**src/hw/tmss_defines.vh**
```
// tmss_defines.vh: status codes, control pattern bits and timing counts
// assumes a 100 MHz system clock; included by the sequencer only
`ifndef TMSS_DEFINES_VH
`define TMSS_DEFINES_VH
// ==========================================
// status codes, prescaler bits read as zero
`define TMSS_ST_START 8'h08
`define TMSS_ST_RSTART 8'h10
`define TMSS_ST_SLAW_ACK 8'h18
`define TMSS_ST_SLAW_NACK 8'h20
`define TMSS_ST_DATA_ACK 8'h28
`define TMSS_ST_DATA_NACK 8'h30
`define TMSS_ST_ARB_LOST 8'h38
`define TMSS_ST_SLAR_ACK 8'h40
`define TMSS_ST_SLAR_NACK 8'h48
`define TMSS_ST_RX_ACK 8'h50
`define TMSS_ST_RX_NACK 8'h58
`define TMSS_ST_IDLE 8'hf8
// ==========================================
// control register bit positions
`define TMSS_CTL_FLAG 7
`define TMSS_CTL_ACK 6
`define TMSS_CTL_START 5
`define TMSS_CTL_STOP 4
`define TMSS_CTL_WCOL 3
`define TMSS_CTL_EN 2
// ==========================================
// timing: a quarter of a serial clock period, in system cycles
`define TMSS_HALF_NS 5000
`define TMSS_CLK_NS 10
`define TMSS_HALF_CYC ((`TMSS_HALF_NS) / (`TMSS_CLK_NS))
`endif

```
**src/hw/tmss_sequencer.v**
```verilog
// tmss_sequencer.v: master status sequencer of a byte-oriented two-wire interface
// assumes open-drain scl/sda with pull-ups outside; pins are asynchronous to clk_sys_in
//
// Summary of operation
// - status 28: loaded byte sent, ack sampled
// - status 30 continues like status 28
// - start without stop sends repeated start
// - stop sends stop, stop bit self clears
// - start plus stop: stop then start
// - status 38, no start: release bus
// - status 38, start: wait free, start
// - start once bus free, status 08
// - read address gives 40, 48 or 38
// - status 40/50: receive, ack per enable
// - received byte held while flag set
// - status 48: only start/stop choices
// - status 10: address bit picks mode
// - repeated start keeps bus ownership
// - flag set stretches serial clock
// - data write with flag low collides
`timescale 1ns/1ps
`include "tmss_defines.vh"

module tmss_sequencer #(
  parameter HALF_CYC = `TMSS_HALF_CYC
) (
  input wire clk_sys_in,
  input wire nrst_in,
  input wire ctl_wr_in,
  input wire [7:0] ctl_wdata_in,
  input wire data_wr_in,
  input wire [7:0] data_wdata_in,
  input wire scl_in,
  input wire sda_in,
  output wire scl_out,
  output wire scl_oe_n_out,
  output wire sda_out,
  output wire sda_oe_n_out,
  output reg [7:0] bus_data_reg_out,
  output reg [7:0] bus_status_code_out,
  output reg bus_event_flag_out,
  output reg write_collision_flag_out,
  output reg start_request_bit_out,
  output reg stop_request_bit_out,
  output reg ack_enable_bit_out,
  output reg interface_enable_bit_out,
  output reg master_receive_mode_out,
  output reg bus_busy_out
);

// ==========================================
// state codes
localparam [7:0] S_IDLE = 8'h01;
localparam [7:0] S_START = 8'h02;
localparam [7:0] S_BIT = 8'h04;
localparam [7:0] S_ACK = 8'h08;
localparam [7:0] S_STOP = 8'h10;
localparam [7:0] S_WAIT = 8'h20;
localparam [7:0] S_HOLD = 8'h40;
localparam [7:0] S_RSTART = 8'h80;

// ==========================================
// pin synchronisers: three stages, change counted when two and three agree
reg [2:0] scl_sync;
reg [2:0] sda_sync;
reg scl_f;
reg sda_f;
reg sda_f_d;
always @(posedge clk_sys_in or negedge nrst_in) begin
  if (!nrst_in) begin
    scl_sync <= 3'h7;
    sda_sync <= 3'h7;
    scl_f <= 1'b1;
    sda_f <= 1'b1;
    sda_f_d <= 1'b1;
  end else begin
    scl_sync <= {scl_sync[1:0], scl_in};
    sda_sync <= {sda_sync[1:0], sda_in};
    if (scl_sync[1] == scl_sync[2])
      scl_f <= scl_sync[2];
    if (sda_sync[1] == sda_sync[2])
      sda_f <= sda_sync[2];
    sda_f_d <= sda_f;
  end
end
wire start_seen = scl_f && sda_f_d && !sda_f;
wire stop_seen = scl_f && !sda_f_d && sda_f;

// ==========================================
// bus sequencer
reg [7:0] state;
reg [1:0] phase;
reg [15:0] tick;
reg [3:0] bit_cnt;
reg [7:0] shift;
reg scl_drv;
reg sda_drv;
reg is_addr;
reg stop_then_start;
reg nack_rx;

assign scl_out = 1'b0;
assign sda_out = 1'b0;
// scl held low whenever driven; flag set parks scl low
assign scl_oe_n_out = !scl_drv;
assign sda_oe_n_out = !sda_drv;

wire tick_done = (tick == 16'h0000);
// clock stretch by a slave: wait while scl released but still low
// bit phases release scl in phase 2, start/stop in phase 1; else high time shrinks
wire rel_phase = (state == S_BIT || state == S_ACK) ? (phase == 2'h2) : (phase == 2'h1);
wire stretched = rel_phase && !scl_drv && !scl_f;

wire ctl_flag = ctl_wr_in && ctl_wdata_in[`TMSS_CTL_FLAG];
wire ctl_sta = ctl_wdata_in[`TMSS_CTL_START];
wire ctl_sto = ctl_wdata_in[`TMSS_CTL_STOP];

always @(posedge clk_sys_in or negedge nrst_in) begin
  if (!nrst_in) begin
    state <= S_IDLE;
    phase <= 2'h0;
    tick <= 16'h0000;
    bit_cnt <= 4'h0;
    shift <= 8'h00;
    scl_drv <= 1'b0;
    sda_drv <= 1'b0;
    is_addr <= 1'b0;
    stop_then_start <= 1'b0;
    nack_rx <= 1'b0;
    bus_data_reg_out <= 8'h00;
    bus_status_code_out <= `TMSS_ST_IDLE;
    bus_event_flag_out <= 1'b0;
    write_collision_flag_out <= 1'b0;
    start_request_bit_out <= 1'b0;
    stop_request_bit_out <= 1'b0;
    ack_enable_bit_out <= 1'b0;
    interface_enable_bit_out <= 1'b0;
    master_receive_mode_out <= 1'b0;
    bus_busy_out <= 1'b0;
  end else begin
    // bus busy tracking from line conditions; our own start also marks it
    if (start_seen)
      bus_busy_out <= 1'b1;
    else if (stop_seen)
      bus_busy_out <= 1'b0;
    if (ctl_wr_in) begin
      ack_enable_bit_out <= ctl_wdata_in[`TMSS_CTL_ACK];
      start_request_bit_out <= ctl_sta;
      stop_request_bit_out <= ctl_sto;
      interface_enable_bit_out <= ctl_wdata_in[`TMSS_CTL_EN];
      write_collision_flag_out <= ctl_wdata_in[`TMSS_CTL_WCOL];
    end
    // data written only while flag set, else discarded
    if (data_wr_in) begin
      if (bus_event_flag_out)
        bus_data_reg_out <= data_wdata_in;
      else
        write_collision_flag_out <= 1'b1;
    end
    if (!tick_done && !stretched)
      tick <= tick - 16'h0001;
    case (state)
      S_IDLE: begin
        scl_drv <= 1'b0;
        sda_drv <= 1'b0;
        if (ctl_flag && ctl_sta && ctl_wdata_in[`TMSS_CTL_EN]) begin
          bus_event_flag_out <= 1'b0;
          state <= S_WAIT;
        end
      end
      S_WAIT: begin
        // start only once the bus is seen free
        if (!bus_busy_out && scl_f && sda_f) begin
          state <= S_START;
          phase <= 2'h0;
          tick <= HALF_CYC[15:0];
        end
      end
      S_START, S_RSTART: begin
        if (tick_done) begin
          phase <= phase + 2'h1;
          tick <= HALF_CYC[15:0];
          if (state == S_RSTART && phase == 2'h0) begin
            sda_drv <= 1'b0;
            scl_drv <= 1'b0;
          end else if (phase == 2'h1 || (state == S_START && phase == 2'h0)) begin
            sda_drv <= 1'b1;
          end else begin
            scl_drv <= 1'b1;
            state <= S_HOLD;
            bus_event_flag_out <= 1'b1;
            // status 08 or 10; ownership kept after repeated start
            bus_status_code_out <= (state == S_START) ? `TMSS_ST_START : `TMSS_ST_RSTART;
            start_request_bit_out <= 1'b0;
            is_addr <= 1'b1;
          end
        end
      end
      S_HOLD: begin
        // flag set: bus suspended with scl low
        scl_drv <= 1'b1;
        if (ctl_flag) begin
          bus_event_flag_out <= 1'b0;
          phase <= 2'h0;
          tick <= HALF_CYC[15:0];
          if (bus_status_code_out == `TMSS_ST_ARB_LOST) begin
            // release, or wait for free bus and restart
            scl_drv <= 1'b0;
            sda_drv <= 1'b0;
            master_receive_mode_out <= 1'b0;
            state <= ctl_sta ? S_WAIT : S_IDLE;
          end else if (ctl_sto) begin
            // stop, then start if also asked
            stop_then_start <= ctl_sta;
            state <= S_STOP;
            sda_drv <= 1'b1;
          end else if (ctl_sta) begin
            state <= S_RSTART;
          end else if (bus_status_code_out != `TMSS_ST_SLAR_NACK &&
                       bus_status_code_out != `TMSS_ST_RX_NACK) begin
            // address after start picks mode by direction bit
            if (is_addr)
              master_receive_mode_out <= bus_data_reg_out[0];
            // transmit loaded byte or receive next one
            shift <= bus_data_reg_out;
            bit_cnt <= 4'h8;
            state <= S_BIT;
          end else begin
            bus_event_flag_out <= 1'b1;
          end
        end
      end
      S_BIT, S_ACK: begin
        if (tick_done && !stretched) begin
          tick <= HALF_CYC[15:0];
          phase <= phase + 2'h1;
          if (phase == 2'h0) begin
            if (state == S_ACK)
              sda_drv <= (master_receive_mode_out && !is_addr) ? ack_enable_bit_out : 1'b0;
            else
              sda_drv <= (master_receive_mode_out && !is_addr) ? 1'b0 : !shift[7];
          end else if (phase == 2'h1) begin
            scl_drv <= 1'b0;
          end else if (phase == 2'h2) begin
            if (state == S_BIT) begin
              // lost arbitration: we released sda but line is low
              if (!(master_receive_mode_out && !is_addr) && !sda_drv && !sda_f) begin
                sda_drv <= 1'b0;
                state <= S_HOLD;
                bus_event_flag_out <= 1'b1;
                bus_status_code_out <= `TMSS_ST_ARB_LOST;
              end
              shift <= {shift[6:0], sda_f};
            end else begin
              nack_rx <= sda_f;
            end
          end else begin
            scl_drv <= 1'b1;
            phase <= 2'h0;
            if (state == S_BIT) begin
              bit_cnt <= bit_cnt - 4'h1;
              if (bit_cnt == 4'h1)
                state <= S_ACK;
            end else begin
              sda_drv <= 1'b0;
              state <= S_HOLD;
              bus_event_flag_out <= 1'b1;
              is_addr <= 1'b0;
              if (master_receive_mode_out && !is_addr) begin
                // received byte stays put while flag set
                bus_data_reg_out <= shift;
                bus_status_code_out <= ack_enable_bit_out ? `TMSS_ST_RX_ACK : `TMSS_ST_RX_NACK;
              end else if (is_addr) begin
                // status 40/48 or 18/20 from the sampled ack
                if (master_receive_mode_out)
                  bus_status_code_out <= nack_rx ? `TMSS_ST_SLAR_NACK : `TMSS_ST_SLAR_ACK;
                else
                  bus_status_code_out <= nack_rx ? `TMSS_ST_SLAW_NACK : `TMSS_ST_SLAW_ACK;
              end else begin
                bus_status_code_out <= nack_rx ? `TMSS_ST_DATA_NACK : `TMSS_ST_DATA_ACK;
              end
            end
          end
        end
      end
      S_STOP: begin
        if (tick_done) begin
          tick <= HALF_CYC[15:0];
          phase <= phase + 2'h1;
          if (phase == 2'h0) begin
            scl_drv <= 1'b0;
          end else if (phase == 2'h1) begin
            sda_drv <= 1'b0;
          end else begin
            // stop request cleared by hardware
            stop_request_bit_out <= 1'b0;
            master_receive_mode_out <= 1'b0;
            bus_status_code_out <= `TMSS_ST_IDLE;
            state <= stop_then_start ? S_WAIT : S_IDLE;
          end
        end
      end
      default: state <= S_IDLE;
    endcase
  end
end

endmodule // tmss_sequencer

```
**config.mk**
```make
export PLATFORM = sky130hd
export DESIGN_NAME = tmss_sequencer
export DESIGN_NICKNAME = d
export VERILOG_FILES = /design/src/hw/tmss_sequencer.v
export VERILOG_INCLUDE_DIRS = /design/src /design/src/hw
export SDC_FILE = /design/constraint.sdc
export NUM_CORES = 1
export LEC_CHECK = 0
export ABC_AREA = 1
export BUFFER_PORTS_ARGS = -buffer_cell sky130_fd_sc_hd__buf_4
export CORE_UTILIZATION = 55
export CTS_BUF_LIST = sky130_fd_sc_hd__clkbuf_8
export CTS_CLUSTER_SIZE = 10
export DETAILED_ROUTE_END_ITERATION = 8
export PLACE_DENSITY = 0.75
export REMOVE_ABC_BUFFERS = 1
export SYNTH_ARGS = -nofsm -noshare
export SYNTH_HDL_FRONTEND = slang
export SYNTH_SLANG_ARGS = --single-unit
```
**constraint.sdc**
```tcl
create_clock -name clk_sys_in -period 2.7 [get_ports clk_sys_in]
set_input_delay 0.135 -clock clk_sys_in [delete_from_list [all_inputs] [get_ports clk_sys_in]]
set_output_delay 0.135 -clock clk_sys_in [all_outputs]
set_load 0.02 [all_outputs]
```
==> results of run 1 <==
## layout by cell type (no fill, tap or decap), drive strengths merged, types with 3 or more instances in the layout
cell type	netlist	routed
a21oi	8	8
a31oi	3	3
buf	14	45
clkbuf	2	12
clkinv	1	3
conb	1	5
dfrtp	58	58
dfstp	15	15
dlygate4sd3	0	5
ha	10	10
inv	63	63
mux2	8	8
nand2	216	216
nand3	57	57
nand3b	3	3
nand4	13	13
nor2	87	87
nor3	13	13
o211ai	4	4
o21ai	27	27
or2	4	4
xnor2	5	5
xor2	4	4
## path summary, 6_finish.rpt
kind / start / endpoint / slack, ns / depth (start not counted)
max in group asynchronous: nrst_in / master_receive_mode_out$_DFFE_PN0P_ / 1.63 / 2
min in group asynchronous: nrst_in / state[7]$_DFFE_PN0P_ / 0.45 / 2
max reg2reg: tick[0]$_DFF_PN0_ / shift[0]$_DFFE_PN0P_ / 0.33 / 11
min reg2reg: sda_sync[0]$_DFF_PN1_ / sda_sync[1]$_DFF_PN1_ / 0.36 / 0
max: tick[0]$_DFF_PN0_ / shift[0]$_DFFE_PN0P_ / 0.33 / 11
min: ctl_wr_in / ack_enable_bit_out$_DFFE_PN0P_ / 0.04 / 2
## per-layer routing
metal / track usage, % / share of wire, % / routed length [microns]
met1: 35.5 / 44 / 4960
met5: 0 / 0 / 0
met4: 9.62 / 2.3 / 257
met3: 5.39 / 4.6 / 517
met2: 45.2 / 49 / 5450
## area by class of cell
| class | count | area share, % |
|---|---|---|
| multi-input cells | 478 | 46.7 |
| flip-flops and latches | 73 | 34.6 |
| repair buffers | 50 | 7.26 |
| inverters | 64 | 4.52 |
| clock buffers | 12 | 3.09 |
| well taps | 105 | 2.46 |
| clock inverters | 4 | 1.38 |
## power breakdown
group / leakage (nW) / internal (mW) / switching [mW]
logic: 1.65 / 0.542 / 0.936
registers: 0.873 / 1.33 / 0.191
clock network: 0.123 / 0.596 / 0.416
## sequential cells by signal, summed over array words and instances, names as in the netlist, 2 cells and up
| name | cells |
|---|---|
| tick | 16 |
| bus_data_reg_out | 8 |
| shift | 8 |
| state | 8 |
| bus_status_code_out | 5 |
| bit_cnt | 4 |
| scl_sync | 3 |
| sda_sync | 3 |
| phase | 2 |
## per-stage QoR
stage | setup slack (ns) | cell area, sq um
2_1_floorplan | 0.728 | 4580
3_3_place_gp | 0.375 | 5050
3_5_place_dp | 0.327 | 5050
4_1_cts | 0.318 | 5340
5_1_grt | 0.0790 | 5340
6_report | 0.328 | 5340
## kinds of logic (layout without fill, tap and decap cells)
logic type	Yosys count	in the layout	synth area share, %
and+or+nand+nor	395	395	39.9
buffers and inverters	80	130	7.76
DFF	73	73	39.4
AOI/OAI and AO/OA	49	49	6.24
adders and majority gates	12	12	3.10
xor gates and xnor gates	9	9	1.68
muxes	8	8	1.92
other	1	5	0.0800
## what timing repair did
item,4_1_cts,5_1_grt
endpoints found under the setup margin,0,0
hold endpoints to repair,62,0
hold buffers,5,0
==> metrics.md, run 1 <==
| Metric | Value |
|---|---|
| Run status | `finished clean` |
| 1st-pass router iterations | `7` |
| Diode count | `0` |
| Insertion delay to the later sink of the worst-skew pair | `about 0.35 ns` |
| 1st-iter DRT viols | `326` |
| Core region area | `between 8000 and 9000 sq um` |
| I/O pin count | `50` |
| Cell count after synthesis | `~630` |
| Crit end category | `flip-flop` |
| Crit path max-delay cell type | `o21bai_4` |
| Multi-input gate area | `around 2500 sq um` |
| Ranking of synthesized cells by area | `dfrtp_1, nand2_1, dfstp_2` |
| Mapped Avg Cell Area | `7.48 sq um` |
| Critical path peak fanout | `21` |
| Total Power | `about 4 mW` |
| Final core utilization | `about two thirds` |
| WL/cell | `around 14 microns` |
| Cell Area, Synth | `4690 sq um` |
| Post-CTS Setup Inserts | `0` |
| Vias in the first global route | `around 4.0k` |
| Layout cells sized above 1 | `20.1%` |
| WP buf/inv | `3` |
| Final WL | `11,200 microns` |
| Sequential Area | `1850 sq um` |
| Port buffer count | `42` |
| Most frequent cell after synthesis | `nand2_1` |
| Worst-Margin Slew | `around 0.93 ns` |
| Period utilization | `a little under 90%` |
| Post-DP HPWL | `between 8000 and 9000 microns` |
| VDD IR max | `0.483 mV` |
| Register clock-pin slew on the reported worst setup and hold paths | `~0.08 ns` |
| Post-synth top area share | `a little under a third` |
| Antenna-violating nets left | `0` |
| Top FF cell, synth | `dfrtp_1` |
| Root Buffer | `clkbuf_8` |
| Crit path arrival time | `~2.6 ns` |
| Pin count of the biggest net entering global routing | `74` |
| Cts repair resizes | `0` |
| Layout filler cell count | `around 730` |
| Final hold slack | `~0.037 ns` |
| FFs w/ async S/R, synth | `between 90% and 100%` |
| Final Net Count | `just over 700` |
| Die area | `between 8000 and 9000 sq um` |
| Sequential area share after synthesis | `39.4%` |
| Die width | `94.3 microns` |
| Yosys reg bits | `73` |
| Effective utilization at floorplan | `a little under three fifths` |
| Sum Neg Setup Slack | `0 ns` |
| Global route overflow | `0` |
| Post-synth top area cell | `dfrtp_1` |
| Final setup vio count | `0` |
| Ys Warns | `0` |
| Cell area power density | `around 750 nW/um^2` |
| Final Max Tran Viols | `0` |
| Post-synth cell types | `49` |
| RSZ-0062 raised after global routing | `no` |
| Period minus WS final | `roughly 2.4 ns` |
| HP Class | `primary input to flip-flop` |
| Clock sink count | `73` |
| Max H-tree Level | `3` |
| CP delay by family, top | `simple AND/OR/NAND/NOR gates` |
| Placed Instances | `between 700 and 800` |
| CTS tree | `done` |
| Clock Skew | `0.0132 ns` |
| Worst slew margin | `37.7%` |
| First-pass GRT wire length | `18,600 microns` |
| Required @ worst endpoint | `a little under 3 ns` |
| Detailed-route DRC error count | `0` |
| TritonCTS Buffers | `9` |
| Slowest Stage Delay on Critical Path | `~0.46 ns` |
| P_leak | `around 2.6 nW` |
| Max Cap Viol | `0` |
| Area delta synth->final | `13.9%` |
| Worst-case clock buffer depth | `2` |
| CP Cell Sequence | `inv_1 > ha_1 > inv_1 > nor3_1 > nand4_2 > clkinv_2 > nand2_4 > o21bai_4 > nand2_4 > nand2_1 > nand2_1` |
| Final Hold Fails | `0` |
| Routability Congestion | `around 0.90` |
| Startpoint Class | `flip-flop` |
| FP Rows | `33` |
| Crit path kind | `flip-flop to flip-flop` |
| Count of flip-flops with a built-in enable after synthesis | `0` |
| Initial antenna violation count | `0` |
| Via density | `5.40` |
| Die span in y | `between 90 and 100 microns` |
| Fmax | `roughly 420 MHz` |
| Final non-filler cell total | `between 700 and 800` |
| Most frequent cells after synthesis | `nand2_1, nor2_1, dfrtp_1` |
| Total GRT Usage | `between 20% and 30%` |
| Routed via count | `about 4.2k` |
Power figures use the tool's default switching activity.
==> run 2, diff against run 1 <==
--- a/config.mk
+++ b/config.mk
@@ -8,11 +8,12 @@
 export LEC_CHECK = 0
 export ABC_AREA = 1
 export BUFFER_PORTS_ARGS = -buffer_cell sky130_fd_sc_hd__buf_4
-export CORE_UTILIZATION = 55
+export CORE_UTILIZATION = 30
 export CTS_BUF_LIST = sky130_fd_sc_hd__clkbuf_8
 export CTS_CLUSTER_SIZE = 10
 export DETAILED_ROUTE_END_ITERATION = 8
-export PLACE_DENSITY = 0.75
+export MAX_ROUTING_LAYER = met4
+export PLACE_DENSITY = 0.46
 export REMOVE_ABC_BUFFERS = 1
 export SYNTH_ARGS = -nofsm -noshare
 export SYNTH_HDL_FRONTEND = slang
==> metrics.md, run 2 (synthesis results as in run 1) <==
| Metric | Value |
|---|---|
| Most frequent cells in the layout | `nand2_1, nor2_1, dfrtp_1` |
| Final Hold Fails | `0 (unchanged)` |
| Crit path kind | `flip-flop to flip-flop` |
| Core region area | `15,200 sq um (+85%)` |
| First-pass GRT wire length | `21,800 microns (+17%)` |
| TritonCTS Buffers | `9 (unchanged)` |
| Worst Min Path Start | `data_wr_in` |
| Place WS | `0.462 ns (+0.135 ns)` |
| CP Cell Sequence | `inv_1 > nand2_1 > nor2_1 > nand2_2 > nand2_4 > inv_2 > nor2_1 > a21oi_1 > nand2_2 > inv_1 > nand2_1 > nand2_1 > nand2_1` |
| Setup WS post-layout | `0.451 ns (+0.123 ns)` |
| Max Cap Viol | `0 (unchanged)` |
| Run status | `finished clean` |
| Root Buffer | `clkbuf_8` |
| DP Area | `5180 sq um (+2.5%)` |
| Insertion delay to the later sink of the worst-skew pair | `0.38 ns (+0.03 ns)` |
| Antenna-violating nets left | `0 (unchanged)` |
| Max reg flops | `16 (unchanged)` |
| Register clock-pin slew on the reported worst setup and hold paths | `0.08 ns (about the same)` |
| Layout filler cell count | `1,642 (+130%)` |
| RSZ-0062 raised after global routing | `no` |
| Clock sink count | `73 (unchanged)` |
| Diode count | `0 (unchanged)` |
| Fmax | `445 MHz (+5.5%)` |
| I/O pin count | `50 (unchanged)` |
| Final hold slack | `0.0413 ns (+0.00446 ns)` |
| Crit path arrival time | `2.52 ns (-0.09 ns)` |
| Cts repair resizes | `0 (unchanged)` |
| Initial antenna violation count | `0 (unchanged)` |
| Final instance area | `5480 sq um (+2.6%)` |
| Sum Neg Setup Slack | `0 ns (unchanged)` |
| Final Max Tran Viols | `0 (unchanged)` |
| Detailed-route DRC error count | `0 (unchanged)` |
| Area delta synth->final | `16.9%` |
| Port buffer count | `42 (unchanged)` |
| 1st-iter DRT viols | `195 (-40%)` |
| Critical path peak fanout | `13 (-38%)` |
| Max H-tree Level | `3 (unchanged)` |
| Routability Congestion | `0.912 (+1.2%)` |
| Post-DP HPWL | `9670 microns (+19%)` |
| CTS tree | `done` |
| Worst slew margin | `35.6% (-2.1 points)` |
| P_leak | `2.67 nW (+0.86%)` |
| Effective utilization at floorplan | `30.8% (-26 points)` |
| Die span in y | `127 microns (+35%)` |
| Worst-Margin Slew | `0.965 ns (+0.0312 ns)` |
| Final Net Count | `712 (+0.56%)` |
| Total GRT Usage | `18.2% (-9.1 points)` |
| Global route overflow | `0 (unchanged)` |
| FF-to-FF Start | `state[0]$_DFFE_PN1P_` |
| Commonest non-fill, non-tap cell in the layout | `nand2_1` |
| Required @ worst endpoint | `2.98 ns (+0.04 ns)` |
| Crit path max-delay cell type | `dfstp_2` |
| HP Class | `primary input to flip-flop` |
| Clock Skew | `0.0132 ns (-0.0000459 ns)` |
| WL/cell | `14.8 microns (+4.2%)` |
| Die width | `127 microns (+35%)` |
| VDD IR max | `0.296 mV (-39%)` |
| Pin count of the biggest net entering global routing | `74 (unchanged)` |
| Slowest Stage Delay on Critical Path | `0.56 ns (+0.10 ns)` |
| Crit-path most repeated cell | `nand2_1` |
| Vias in the first global route | `4,200 (+4.3%)` |
| Die area | `16,100 sq um (+81%)` |
| CP Launch Point | `state[0]$_DFFE_PN1P_` |
| Period utilization | `83.3% (-4.6 points)` |
| Worst-case clock buffer depth | `2 (unchanged)` |
| Crit end category | `flip-flop` |
| Cell area power density | `746 nW/um^2 (-0.65%)` |
| Final WL | `12,900 microns (+16%)` |
| Final setup vio count | `0 (unchanged)` |
| 1st-pass router iterations | `4 (-3)` |
| FP Rows | `45 (+36%)` |
| Via density | `4.78 (-11%)` |
| Reg with most FFs | `tick` |
| Routed via count | `4,177 (-1.5%)` |
| Layout cells sized above 1 | `20.4% (+0.32 points)` |
| Startpoint Class | `flip-flop` |
| Period minus WS final | `2.25 ns (-0.123 ns)` |
run 2: what timing repair did:
| item | CTS | global route |
|---|---|---|
| setup buffers | 0 | 0 |
| endpoints found under the hold margin | 63 | 0 |
| hold buffers | 6 | 0 |
| setup endpoints to repair | 0 | 0 |
run 2: worst max-delay path, delay by kind of cell (launching register included):
kind                   cells  cell delay (ns)
DFF                        1             0.56
and+or+nand+nor            9             0.96
AOI/OAI and AO/OA          1             0.18
buffers and inverters      3             0.44
run 2: path summary, 6_finish.rpt:
kind / endpoint / slack (ns) / cells after the start
max in group asynchronous: write_collision_flag_out$_DFF_PN0_ / 1.61 / 2
hold reg to reg: sda_sync[1]$_DFF_PN1_ / 0.36 / 0
hold / removal: write_collision_flag_out$_DFF_PN0_ / 0.04 / 3
min in group asynchronous: state[4]$_DFFE_PN0P_ / 0.45 / 2
setup reg to reg: state[3]$_DFFE_PN0P_ / 0.45 / 13
setup / recovery: state[3]$_DFFE_PN0P_ / 0.45 / 13
run 2: cell type report:
type                    instances  area, sq um  share of cell area, %
repair buffers                 54          420                   7.67
inverters                      64          241                   4.41
clock buffers                  10          138                   2.51
multi-input cells             478         2490                   45.5
well taps                     188          235                   4.29
clock inverters                 6          105                   1.92
flip-flops and latches         73         1850                   33.7
run 2: per-stage QoR:
| stage | util, % | instances | total power [mW] |
|---|---|---|---|
| after floorplan | - | 615 | 2.58 |
| after global placement | 34.1 | 851 | 3.02 |
| after detailed placement | 34.1 | 851 | 3.03 |
| after CTS | 36.0 | 873 | 4.15 |
| after global routing | 36.0 | 873 | 4.42 |
| final | 36.0 | 873 | 4.09 |
run 2: metal layers:
| layer | routed length [microns] | global-route usage (%) |
|---|---|---|
| met1 | 6270 | 24.4 |
| met2 | 5850 | 27.3 |
| met3 | 565 | 3.14 |
| met4 | 259 | 7.00 |
| met5 | 0 | - |
run 2: power by group:
part	total [mW]	switching (mW)	leakage, nW	internal (mW)
registers	1.52	0.193	0.873	1.33
logic	1.48	0.941	1.67	0.543
clock network	1.08	0.449	0.126	0.634
total	4.09	1.58	2.67	2.51
